--- config.mk ---
export PLATFORM = sky130hd
export DESIGN_NAME = pbc_regs
export DESIGN_NICKNAME = d
export VERILOG_FILES = /design/src/common/pbc_pkg.sv /design/src/pbc_regs.sv
export SDC_FILE = /design/constraint.sdc
export NUM_CORES = 1
export LEC_CHECK = 0
export BUFFER_PORTS_ARGS = -buffer_cell sky130_fd_sc_hd__clkbuf_2
export CAP_MARGIN = 15
export CORE_ASPECT_RATIO = 1.1
export CORE_MARGIN = 2
export CORE_UTILIZATION = 30
export DETAILED_ROUTE_END_ITERATION = 8
export GPL_TIMING_DRIVEN = 0
export PLACE_DENSITY = 0.63
export SYNTH_ARGS = -nofsm -noshare
export SYNTH_HDL_FRONTEND = slang
export SYNTH_SLANG_ARGS = --single-unit
--- constraint.sdc ---
create_clock -name REF_CLK -period 1.55 [get_ports REF_CLK]
set_clock_uncertainty 0.1 [all_clocks]
set_input_delay 0.0775 -clock REF_CLK [delete_from_list [all_inputs] [get_ports REF_CLK]]
set_output_delay 0.0775 -clock REF_CLK [all_outputs]
set_load 0.005 [all_outputs]
--- src/common/pbc_pkg.sv ---
// Constants for the basic control and status register pair of the PHY.
// Assumes a 10 MHz management clock and a 5-bit register index.
package pbc_pkg;
	// ==========================================================
	// Register indices
	localparam int         IDX_W    = 5;
	localparam logic [4:0] IDX_CTRL = 5'h00;
	localparam logic [4:0] IDX_STAT = 5'h01;

	// ==========================================================
	// Control field positions
	localparam int CTL_SRST    = 15;
	localparam int CTL_LOOP    = 14;
	localparam int CTL_SPEED   = 13;
	localparam int CTL_AN_EN   = 12;
	localparam int CTL_PWR_DN  = 11;
	localparam int CTL_AN_RST  = 9;
	localparam int CTL_DUPLEX  = 8;
	localparam int CTL_COL     = 7;

	// ==========================================================
	// Status field positions and fixed values
	localparam int         STA_ABIL_HI = 15;
	localparam int         STA_ABIL_LO = 11;
	localparam logic [4:0] STA_ABIL    = 5'h0f;
	localparam int         STA_AN_DONE = 5;
	localparam int         STA_RFAULT  = 4;
	localparam int         STA_AN_ABLE = 3;
	localparam int         STA_LINK    = 2;
	localparam int         STA_JABBER  = 1;
	localparam int         STA_EXT_CAP = 0;

	// ==========================================================
	// Reset values and timing
	localparam logic [15:0] DATA_ZERO     = 16'h0000;
	localparam int          CLK_PERIOD_NS = 100;
	localparam int          SRST_TIME_NS  = 1000;
	localparam int          SRST_CYC      = (SRST_TIME_NS + CLK_PERIOD_NS - 1) / CLK_PERIOD_NS;
	localparam logic [3:0]  SRST_LOAD     = 4'(SRST_CYC - 1);
	localparam logic [1:0]  STRAP_WAIT    = 2'h2;

	// Soft reset sequencer states
	typedef enum logic [0:0] {
		PBC_IDLE = 1'b0,
		PBC_SRST = 1'b1
	} pbc_state_e;
endpackage : pbc_pkg

--- src/pbc_regs.sv ---
// Basic control and basic status registers of the integrated PHY.
// Assumes the MAC management access logic on REF_CLK drives index and strobes.
// What this block does
// RULE_01: Registers reached only through MAC management access
// RULE_02: Index 0 control, index 1 status
// RULE_03: Strap capture survives soft reset only
// RULE_04: Control bit 15 starts self-clearing soft reset
// RULE_05: Host writes reset bit alone
// RULE_06: Control bit 14 selects loopback
// RULE_07: Bit 13 forces speed unless negotiating
// RULE_08: Bit 12 enables negotiation, overrides forcing
// RULE_09: Speed and negotiation defaults from strap
// RULE_10: Control bit 11 selects power down
// RULE_11: Negotiation completion sets status bit 5
// RULE_12: Bit 9 restarts negotiation, self-clears
// RULE_13: Bit 8 forces duplex unless negotiating
// RULE_14: Bit 7 enables collision signal test
// RULE_15: Ability bits fixed: T4 zero, others one
// RULE_16: Status bit 5 shows negotiation complete
// RULE_17: Remote fault latches high until read
// RULE_18: Status bit 3 reads one
// RULE_19: Link status latches low until read
// RULE_20: Jabber latches high until read
// RULE_21: Status bit 0 reads one
// RULE_22: Read re-arms latches; reserved bits zero
`timescale 1ns/100ps
`default_nettype none
module pbc_regs (
	input  wire logic        REF_CLK,
	input  wire logic        RST,
	input  wire logic [4:0]  MGMT_INDEX,
	input  wire logic        MGMT_WR_STB,
	input  wire logic [15:0] MGMT_WR_DATA,
	input  wire logic        MGMT_RD_STB,
	output logic      [15:0] MGMT_RD_DATA,
	output logic             MGMT_RD_VALID,
	input  wire logic        SPEED_STRAP,
	input  wire logic        LINK_UP_IN,
	input  wire logic        REMOTE_FAULT_IN,
	input  wire logic        JABBER_IN,
	input  wire logic        AN_DONE_IN,
	output logic             SOFT_RESET_ACTIVE,
	output logic             LOOPBACK_EN,
	output logic             FORCE_SPEED_100,
	output logic             FORCE_FULL_DUPLEX,
	output logic             AN_ENABLE,
	output logic             AN_RESTART,
	output logic             POWER_DOWN,
	output logic             COL_TEST_EN
);
	// ==========================================================
	// Pin synchronisers
	localparam int NSYNC = 5;
	logic [NSYNC-1:0] pin_raw;
	logic [NSYNC-1:0] sync_a;
	logic [NSYNC-1:0] sync_b;

	assign pin_raw = {SPEED_STRAP, LINK_UP_IN, REMOTE_FAULT_IN, JABBER_IN, AN_DONE_IN};

	// Two stages per pin; only the second stage is read by logic
	genvar gi;
	generate
		for (gi = 0; gi < NSYNC; gi++) begin : g_sync
			always_ff @(posedge REF_CLK or posedge RST) begin
				if (RST) begin
					sync_a[gi] <= 1'b0;
					sync_b[gi] <= 1'b0;
				end else begin
					sync_a[gi] <= pin_raw[gi];
					sync_b[gi] <= sync_a[gi];
				end
			end
		end
	endgenerate

	logic strap_s;
	logic link_live;
	logic rf_live;
	logic jab_live;
	logic an_done_s;
	assign {strap_s, link_live, rf_live, jab_live, an_done_s} = sync_b;

	// ==========================================================
	// Strap capture after hard reset release
	logic [1:0] strap_wait;
	logic       strap_ok;
	logic       strap_val;
	logic       strap_load;

	assign strap_load = !strap_ok && (strap_wait == pbc_pkg::STRAP_WAIT);

	// Only the hard reset clears this; a soft reset reloads from it
	always_ff @(posedge REF_CLK or posedge RST) begin
		if (RST) begin
			strap_wait <= 2'h0;
			strap_ok   <= 1'b0;
			strap_val  <= 1'b0;
		end else if (!strap_ok) begin
			strap_wait <= strap_wait + 2'h1;
			if (strap_load) begin
				strap_ok  <= 1'b1;
				strap_val <= strap_s; // RULE_03 RULE_09
			end
		end
	end

	// ==========================================================
	// Access decode
	logic access_ok;
	logic wr_ctl;
	logic rd_stat;
	logic srst_start;
	logic srst_active;
	assign access_ok  = strap_ok && !srst_active;
	// Writes to status or to unmapped indices are dropped
	assign wr_ctl     = MGMT_WR_STB && access_ok && (MGMT_INDEX == pbc_pkg::IDX_CTRL); // RULE_02
	assign rd_stat    = MGMT_RD_STB && (MGMT_INDEX == pbc_pkg::IDX_STAT); // RULE_02
	assign srst_start = wr_ctl && MGMT_WR_DATA[pbc_pkg::CTL_SRST];

	// ==========================================================
	// Soft reset sequencer
	pbc_pkg::pbc_state_e state;
	logic [3:0]          srst_cnt;

	// Holds the reset bit for a fixed time, then lets it clear
	always_ff @(posedge REF_CLK or posedge RST) begin
		if (RST) begin
			state       <= pbc_pkg::PBC_IDLE;
			srst_cnt    <= 4'h0;
			srst_active <= 1'b0;
		end else begin
			case (state)
				pbc_pkg::PBC_IDLE: begin
					if (srst_start) begin
						state       <= pbc_pkg::PBC_SRST; // RULE_04
						srst_cnt    <= pbc_pkg::SRST_LOAD;
						srst_active <= 1'b1;
					end
				end
				pbc_pkg::PBC_SRST: begin
					if (srst_cnt == 4'h0) begin
						state       <= pbc_pkg::PBC_IDLE;
						srst_active <= 1'b0; // RULE_04
					end else begin
						srst_cnt <= srst_cnt - 4'h1;
					end
				end
				default: begin
					state       <= pbc_pkg::PBC_IDLE;
					srst_active <= 1'b0;
				end
			endcase
		end
	end

	// ==========================================================
	// Control fields
	logic ctl_loop;
	logic ctl_speed;
	logic ctl_an_en;
	logic ctl_pwr;
	logic ctl_duplex;
	logic ctl_col;
	logic an_restart;

	// A reset request discards the rest of the written word, so a host
	// that ignores the write-reset-alone advice still gets defaults
	always_ff @(posedge REF_CLK or posedge RST) begin
		if (RST) begin
			ctl_loop   <= 1'b0;
			ctl_speed  <= 1'b0;
			ctl_an_en  <= 1'b0;
			ctl_pwr    <= 1'b0;
			ctl_duplex <= 1'b0;
			ctl_col    <= 1'b0;
		end else if (strap_load || srst_start) begin
			ctl_loop   <= 1'b0; // RULE_05 RULE_06
			ctl_speed  <= strap_load ? strap_s : strap_val; // RULE_09
			ctl_an_en  <= strap_load ? strap_s : strap_val; // RULE_09
			ctl_pwr    <= 1'b0; // RULE_10
			ctl_duplex <= 1'b0; // RULE_13
			ctl_col    <= 1'b0; // RULE_14
		end else if (wr_ctl) begin
			ctl_loop   <= MGMT_WR_DATA[pbc_pkg::CTL_LOOP]; // RULE_06
			ctl_speed  <= MGMT_WR_DATA[pbc_pkg::CTL_SPEED]; // RULE_07
			ctl_an_en  <= MGMT_WR_DATA[pbc_pkg::CTL_AN_EN]; // RULE_08
			ctl_pwr    <= MGMT_WR_DATA[pbc_pkg::CTL_PWR_DN]; // RULE_10
			ctl_duplex <= MGMT_WR_DATA[pbc_pkg::CTL_DUPLEX]; // RULE_13
			ctl_col    <= MGMT_WR_DATA[pbc_pkg::CTL_COL]; // RULE_14
		end
	end

	// Restart pulse lasts one cycle, so the bit self-clears
	always_ff @(posedge REF_CLK or posedge RST) begin
		if (RST) begin
			an_restart <= 1'b0;
		end else begin
			an_restart <= wr_ctl && !MGMT_WR_DATA[pbc_pkg::CTL_SRST]
				&& MGMT_WR_DATA[pbc_pkg::CTL_AN_RST]; // RULE_12
		end
	end

	// ==========================================================
	// Mode outputs toward the PHY core
	// Forced speed and duplex outputs stay low while negotiation owns the link
	always_ff @(posedge REF_CLK or posedge RST) begin
		if (RST) begin
			LOOPBACK_EN       <= 1'b0;
			FORCE_SPEED_100   <= 1'b0;
			FORCE_FULL_DUPLEX <= 1'b0;
			AN_ENABLE         <= 1'b0;
			POWER_DOWN        <= 1'b0;
			COL_TEST_EN       <= 1'b0;
		end else begin
			LOOPBACK_EN       <= ctl_loop; // RULE_06
			FORCE_SPEED_100   <= ctl_speed && !ctl_an_en; // RULE_07
			FORCE_FULL_DUPLEX <= ctl_duplex && !ctl_an_en; // RULE_08 RULE_13
			AN_ENABLE         <= ctl_an_en; // RULE_08
			POWER_DOWN        <= ctl_pwr; // RULE_10
			COL_TEST_EN       <= ctl_col; // RULE_14
		end
	end

	assign AN_RESTART        = an_restart;
	assign SOFT_RESET_ACTIVE = srst_active;

	// ==========================================================
	// Status flags
	logic an_cmpl;
	logic rf_latch;
	logic link_latch;
	logic jab_latch;

	// Completion is dropped while powered down, restarting or in soft reset
	always_ff @(posedge REF_CLK or posedge RST) begin
		if (RST) begin
			an_cmpl <= 1'b0;
		end else begin
			an_cmpl <= an_done_s && ctl_an_en && !ctl_pwr && !an_restart
				&& !srst_active; // RULE_11 RULE_16
		end
	end

	// Latches: a live event in the read cycle wins over the re-arm
	always_ff @(posedge REF_CLK or posedge RST) begin
		if (RST) begin
			rf_latch   <= 1'b0;
			link_latch <= 1'b0;
			jab_latch  <= 1'b0;
		end else if (srst_start) begin
			rf_latch   <= 1'b0;
			link_latch <= 1'b0;
			jab_latch  <= 1'b0;
		end else begin
			rf_latch   <= rf_live || (rf_latch && !rd_stat); // RULE_17 RULE_22
			link_latch <= rd_stat ? link_live : (link_latch && link_live); // RULE_19 RULE_22
			jab_latch  <= jab_live || (jab_latch && !rd_stat); // RULE_20 RULE_22
		end
	end

	// ==========================================================
	// Read path
	logic [15:0] ctl_word;
	logic [15:0] stat_word;

	always_comb begin
		ctl_word = pbc_pkg::DATA_ZERO; // RULE_22
		ctl_word[pbc_pkg::CTL_SRST]   = srst_active;
		ctl_word[pbc_pkg::CTL_LOOP]   = ctl_loop;
		ctl_word[pbc_pkg::CTL_SPEED]  = ctl_speed;
		ctl_word[pbc_pkg::CTL_AN_EN]  = ctl_an_en;
		ctl_word[pbc_pkg::CTL_PWR_DN] = ctl_pwr;
		ctl_word[pbc_pkg::CTL_AN_RST] = an_restart;
		ctl_word[pbc_pkg::CTL_DUPLEX] = ctl_duplex;
		ctl_word[pbc_pkg::CTL_COL]    = ctl_col;
	end

	always_comb begin
		stat_word = pbc_pkg::DATA_ZERO; // RULE_22
		stat_word[pbc_pkg::STA_ABIL_HI:pbc_pkg::STA_ABIL_LO] = pbc_pkg::STA_ABIL; // RULE_15
		stat_word[pbc_pkg::STA_AN_DONE] = an_cmpl; // RULE_16
		stat_word[pbc_pkg::STA_RFAULT]  = rf_latch; // RULE_17
		stat_word[pbc_pkg::STA_AN_ABLE] = 1'b1; // RULE_18
		stat_word[pbc_pkg::STA_LINK]    = link_latch; // RULE_19
		stat_word[pbc_pkg::STA_JABBER]  = jab_latch; // RULE_20
		stat_word[pbc_pkg::STA_EXT_CAP] = 1'b1; // RULE_21
	end

	// Answer one cycle after the strobe; unmapped indices read zero
	always_ff @(posedge REF_CLK or posedge RST) begin
		if (RST) begin
			MGMT_RD_DATA  <= pbc_pkg::DATA_ZERO;
			MGMT_RD_VALID <= 1'b0;
		end else begin
			MGMT_RD_VALID <= MGMT_RD_STB; // RULE_01
			if (MGMT_RD_STB) begin
				case (MGMT_INDEX)
					pbc_pkg::IDX_CTRL: MGMT_RD_DATA <= ctl_word; // RULE_02
					pbc_pkg::IDX_STAT: MGMT_RD_DATA <= stat_word; // RULE_02
					default:           MGMT_RD_DATA <= pbc_pkg::DATA_ZERO;
				endcase
			end
		end
	end
endmodule : pbc_regs
`default_nettype wire

==> results of run 1 <==
-- per-stage QoR --
step | worst slack, ns | util, % | power, W
6_report | -0.0193 | 41.1 | 0.00263
5_1_grt | -0.0784 | 41.1 | 0.00280
4_1_cts | 0.0148 | 40.5 | 0.00265
3_5_place_dp | -0.148 | 36.9 | 0.00184
3_3_place_gp | -0.489 | 36.6 | 0.00182
2_1_floorplan | 0.0308 | - | 0.00170
-- Yosys cell counts (2+ instances only) --
| library cell | count |
|---|---|
| dfrtp_1 | 51 |
| inv_1 | 13 |
| nand2_1 | 10 |
| a22o_1 | 8 |
| o21ai_0 | 8 |
| a21oi_1 | 5 |
| o2bb2ai_1 | 5 |
| o211ai_1 | 4 |
| and3_1 | 3 |
| buf_4 | 3 |
| ha_1 | 3 |
| nor2b_1 | 3 |
| a21o_1 | 2 |
| a311oi_1 | 2 |
| buf_2 | 2 |
| clkbuf_1 | 2 |
| nand4b_1 | 2 |
| o22a_1 | 2 |
-- state kept, by name, indices dropped and copies added (netlist names), 2 cells and up --
name and cells:
MGMT_RD_DATA 13, sync_a 5, srst_cnt 4, strap_wait 2
-- report_power, final --
group	leakage, nW	switching (W)	internal (W)	total (W)
Clock	0.0483	0.000437	0.000318	0.000756
Combinational	0.578	0.000188	0.000193	0.000382
Sequential	0.637	0.0000659	0.00143	0.00150
Total	1.26	0.000691	0.00194	0.00263
-- routing by layer --
layer	global-route usage [%]	vias up	part of all wire, %
met3	3.47	5	4.9
met4	4.16	0	1.3
met5	0	-	0
li1	-	667	-
met1	15.2	659	45
met2	19.2	36	48
-- cell usage in the layout (no fill, tap or decap), drive strengths merged, types with 3 or more instances in the layout --
master       netlist  routed
and3               3       3
clkbuf             2      50
buf                6      10
o211ai             4       4
dfrtp             51      51
a21oi              5       5
ha                 3       3
dlygate4sd3        0      12
a22o               8       8
o2bb2ai            5       5
nor2b              3       3
nand2             10      10
clkinv             1       3
inv               13      14
o21ai              9       9
-- area by class of cell --
type | count | area (um2) | area share (%)
Clock inverter | 3 | 18.8 | 0.733
Buffer | 7 | 46.3 | 1.81
Timing Repair Buffer | 60 | 383 | 15.0
Inverter | 14 | 52.6 | 2.05
Clock buffer | 5 | 68.8 | 2.69
Sequential cell | 51 | 1280 | 50.0
Tap cell | 80 | 100 | 3.91
Multi-Input combinational cell | 81 | 611 | 23.9
-- path summary, 6_finish.rpt --
| kind | endpoint | startpoint |
|---|---|---|
| worst max-delay path | srst_cnt[0]$_DFFE_PP0P_ | srst_cnt[0]$_DFFE_PP0P_ |
| worst max register to register | srst_cnt[0]$_DFFE_PP0P_ | srst_cnt[0]$_DFFE_PP0P_ |
| worst min-delay path | ctl_an_en$_DFFE_PP0P_ | MGMT_WR_DATA[12] |
| worst min register to register | rf_live$_DFF_PP0_ | sync_a[2]$_DFF_PP0_ |
| min in group asynchronous | link_latch$_DFF_PP0_ | RST |
| max in group asynchronous | SOFT_RESET_ACTIVE$_DFFE_PP0P_ | RST |
-- worst min-delay path, cell delays in order --
cell      delay, ns
clkbuf_2       0.08
inv_1          0.04
a311oi_1       0.04
o22a_1         0.14
-- logic make-up (layout without fill, tap and decap cells) --
group	Yosys count	in the layout	synth area share, %
simple gates	31	31	10.5
mux	1	1	0.576
fa+ha+maj	3	3	1.92
compound gates	43	43	16.1
buf+inv	22	89	4.93
xor+xnor	1	1	0.448
other cells	1	2	0.192
flops	51	51	65.3
-- repair_timing --
action / 4_1_cts / 5_1_grt
pin swaps: 1 / 4
resized for setup: 7 / 7
endpoints found under the hold margin: 34 / 0
hold buffers: 12 / 0
setup endpoints to repair: 10 / 8
buffers inserted: 1 / 2
==> flow_summary.yaml, run 1 <==
global_routing:
  grt_pass1_wl_um: 6420
  grt_usage_pct: 11.9
  antenna_found_initial: 0
  gr-total-overflow: 0
  grt_max_degree: 29
  first_global_vias: 1337
clock_network:
  ctsRootBufferMaster: "clkbuf_8"
  clkTransAtPathRegs_ns: 0.09
  clk_path_buf_depth: 2
  htree_levels: 2
  cts_buffers: 5
  clk_latency_ns: 0.30
  cts.sinks: 51
  cts_tree: "done"
detailed_routing:
  vias: 1367
  first_pass_iters: 4
  drtAntennaViolNets: 0
  viasPerCell: 4.54
  drc_errors: 0
  drt_wl_total_um: 3970
  wl_per_cell_um: 13.2
  first_iter_violations: 107
critical_path:
  crit_chain: "inv_2 -> ha_1 -> or3b_4 -> and3_4 -> o21ai_2"
  worstSetupStartpointType: "register"
  cp_data_arrival_time_ns: 1.70
  crit_path_max_fanout: 7
  cp_slowest_stage_delay_ns: 0.44
  crit_family: "simple AND/OR/NAND/NOR gates"
  worstPathRequired_ns: 1.68
  cp.depth: 5
  cpMaxStageDelayCell: "dfrtp_1"
  path_class: "register to register"
  r2r_cells: 5
  reg2reg_slack_ns: -0.02
  cp-end-kind: "register"
  path_buf_inv: 1
min_path:
  whs_path_depth: 4
  hp-class: "primary input to register"
timing:
  max_freq_ghz: 0.637
  setup_viol: 1
  hold_viol_final: 0
  slew_headroom_pct: 65.5
  worst_hold_slack_ns: 0.0123
  rsz0062_at_grt: "yes"
  min_period_ns: 1.57
  slew_viol_final: 0
  fin_ws_ns: -0.0193
  setup_tns_ns: -0.0193
  worst_pin_slew_ns: 0.517
  post-route-period-util_pct: 101
die:
  initial_core_util_pct: 31.4
  core_mm2: 0.00623
  dieArea_mm2: 0.00718
  rows: 30
  fp.dieH_um: 88.7
  ios: 55
  die_w_um: 81.0
finish:
  fin_cells: 301
  syn_to_final_growth_pct: 30.9
  num_antenna_cells: 0
  num-fill-cells: 643
  layout.nets: 253
  final_area_mm2: 0.00256
  drive_gt1_share_pct: 35.7
power_and_ir_drop:
  vdd_drop_max_v: 0.000499
  power.static_leakage_nw: 1.26
  pwr_density_cell_mw_per_mm2: 1030
synth:
  synth-seq-area-share_pct: 65.3
  synth_area_per_cell_um2: 12.8
  synth_cells: 153
  yosys.area.top_type_share_pct: 65.3
  ys_types: 43
  netlist_area_mm2: 0.00195
  async_flop_share_pct: 100
  ys.flop_type: "dfrtp_1"
  ys_top_cells_by_area: "dfrtp_1 (65%), a22o_1 (3.6%), inv_1 (2.5%)"
  ys_ff_latch: 51
  yosys_warnings: 0
  synth_area_leader_cell: "dfrtp_1"
  synth_edf_count: 0
status:
  violations: "negative setup slack"
  status: "finished with violations"
job:
  drv_cap: 0
placement:
  dpl_cell_area_mm2: 0.00230
  io_buffers: 44
  dpl.hpwl_um: 2840
  dp_cells: 279
  gp_congestion: 0.726
(Power assumes the default switching activity.)
==> run 2, diff against run 1 <==
- CELL_PAD_IN_SITES_DETAIL_PLACEMENT: unset -> 1
- CELL_PAD_IN_SITES_GLOBAL_PLACEMENT: unset -> 1
- PLACE_DENSITY: 0.63 -> 0.74
==> flow_summary.yaml, run 2 (synthesis gave the netlist of run 1 again) <==
timing:
  max_freq_ghz: 0.653
  min_period_ns: 1.53
  post-route-period-util_pct: 98.8
  worst_pin_slew_ns: 0.510
  slew_viol_final: 0
  rsz0062_at_grt: "yes"
  slew_headroom_pct: 65.7
  setup_viol: 0
  worst_hold_slack_ns: 0.0384
  hold_viol_final: 0
power_and_ir_drop:
  vdd_drop_max_v: 0.000441
  power.static_leakage_nw: 1.27
  pwr_density_cell_mw_per_mm2: 1060
  comb_power_share_pct: 14.6
  p_switching_w: 0.000676
  p_int_w: 0.00204
  power_switching_share_pct: 24.9
  pwr-share-seq_pct: 55.2
  p_clk_share_pct: 30.3
critical_path:
  crit_family: "simple AND/OR/NAND/NOR gates"
  cpMaxStageDelayCell: "dfrtp_2"
  path_class: "register to register"
  crit_path_max_fanout: 9
  cp-end-kind: "register"
  path_buf_inv: 1
  cp_slowest_stage_delay_ns: 0.43
  worstSetupStartpointType: "register"
  crit_chain: "and4bb_1 -> buf_4 -> nand4b_1 -> a21boi_2"
  worstPathRequired_ns: 1.64
  cp_data_arrival_time_ns: 1.62
finish:
  largestRegisters: "MGMT_RD_DATA (13), sync_a (5), srst_cnt (4)"
  largest_register: "MGMT_RD_DATA"
  largest_reg_flops: 13
  drive_gt1_share_pct: 34.7
  num_antenna_cells: 0
  final_common_cell: "dfrtp_1"
  final_cell_mix: "dfrtp_1 (50), clkbuf_2 (44), dlygate4sd3_1 (12), nand2_1 (10), inv_1 (10)"
  syn_to_final_growth_pct: 31.3
  fin_cells: 302
  layout.nets: 254
  finalCoreUtilization_pct: 41.2
global_routing:
  antenna_found_initial: 0
  first_global_vias: 1447
  gr-total-overflow: 0
  grt_max_degree: 35
  grt_usage_pct: 12.6
  grt_pass1_wl_um: 6710
clock_network:
  cts.sinks: 51
  cts_tree: "done"
  ctsRootBufferMaster: "clkbuf_8"
  clk_latency_ns: 0.30
  clkTransAtPathRegs_ns: 0.08
  clk_path_buf_depth: 2
  cts_buffers: 5
  htree_levels: 2
min_path:
  hp-class: "primary input to register"
die:
  ios: 55
  die_w_um: 81.0
  rows: 30
  initial_core_util_pct: 31.4
  dieArea_mm2: 0.00718
  fp.dieH_um: 88.7
  core_mm2: 0.00623
detailed_routing:
  drt_wl_total_um: 4270
  viasPerCell: 4.78
  drc_errors: 0
  vias: 1444
  wl_per_cell_um: 14.1
  drtAntennaViolNets: 0
  first_pass_iters: 4
  first_iter_violations: 54
placement:
  io_buffers: 44
  dp_cells: 279
  gp_congestion: 0.704
  dpl.hpwl_um: 3100
status:
  status: "finished clean"
job:
  drv_cap: 0
[run 2: cell count changes in the layout (fill, tap and decap cells not counted), moves of 2 or more]
cell and change:
a21oi_2 -2, clkbuf_8 +2, clkinv_2 -2, a21oi_1 +2, buf_4 +2
[run 2: power groups by stage]
stage / Combinational (W) / Clock, W / Sequential, W
2_1_floorplan: 0.000197 / 0 / 0.00151
3_3_place_gp: 0.000305 / 0 / 0.00152
3_5_place_dp: 0.000327 / 0 / 0.00153
4_1_cts: 0.000372 / 0.000858 / 0.00150
5_1_grt: 0.000442 / 0.000914 / 0.00151
6_report: 0.000396 / 0.000822 / 0.00150
[run 2: stage by stage]
| stage | instance area (um2) | setup TNS, ns | total power (W) | worst slack (ns) |
|---|---|---|---|---|
| finish | 2570 | 0 | 0.00272 | 0.0186 |
| global route | 2570 | -0.329 | 0.00287 | -0.0716 |
| CTS | 2530 | 0 | 0.00273 | 0.00269 |
| detailed placement | 2300 | -0.713 | 0.00186 | -0.139 |
| global placement | 2280 | -25.14 | 0.00183 | -0.490 |
| floorplan | 1960 | 0 | 0.00170 | 0.0308 |
[run 2: layout make-up]
type	count	area (um2)
clock buffers	7	96.3
repair buffers	61	390
multi-input cells	81	599
fillers	687	3660
well taps	80	100
inverters	14	52.6
flip-flops and latches	51	1280
plain buffers	7	42.5
clock inverters	1	7.51
[run 2: worst register-to-register path: stages (launching register included)]
cell and delay [ns]:
dfrtp_2 0.43, and4bb_1 0.28, buf_4 0.16, nand4b_1 0.22, a21boi_2 0.23
[run 2: per-layer routing]
layer	wire length, um	GRT usage, %	vias up
met1	1830	15.3	733
met4	59	5.55	0
li1	-	-	671
met3	185	2.96	5
met5	0	0	-
met2	2190	21.3	35
[run 2: path summary, 6_finish.rpt]
kind,startpoint,end,slack [ns],cells past startpoint
worst max-delay path,SOFT_RESET_ACTIVE$_DFFE_PP0P_,srst_cnt[2]$_DFFE_PP0P_,0.02,4
worst min-delay path,MGMT_WR_DATA[12],ctl_an_en$_DFFE_PP0P_,0.04,4
worst max register to register,SOFT_RESET_ACTIVE$_DFFE_PP0P_,srst_cnt[2]$_DFFE_PP0P_,0.02,4
worst min register to register,sync_a[3]$_DFF_PP0_,link_live$_DFF_PP0_,0.25,0
max in group asynchronous,RST,SOFT_RESET_ACTIVE$_DFFE_PP0P_,0.65,4
min in group asynchronous,RST,strap_wait[0]$_DFFE_PP0N_,0.19,3
[run 2: what timing repair did]
| item | 4_1_cts | 5_1_grt |
|---|---|---|
| hold buffers | 12 | 0 |
| hold endpoints to repair | 34 | 0 |
| pin swaps | 0 | 1 |
| setup endpoints to repair | 13 | 9 |
| setup buffers | 1 | 3 |
| gates cloned | 0 | 0 |
| resized for setup | 5 | 4 |
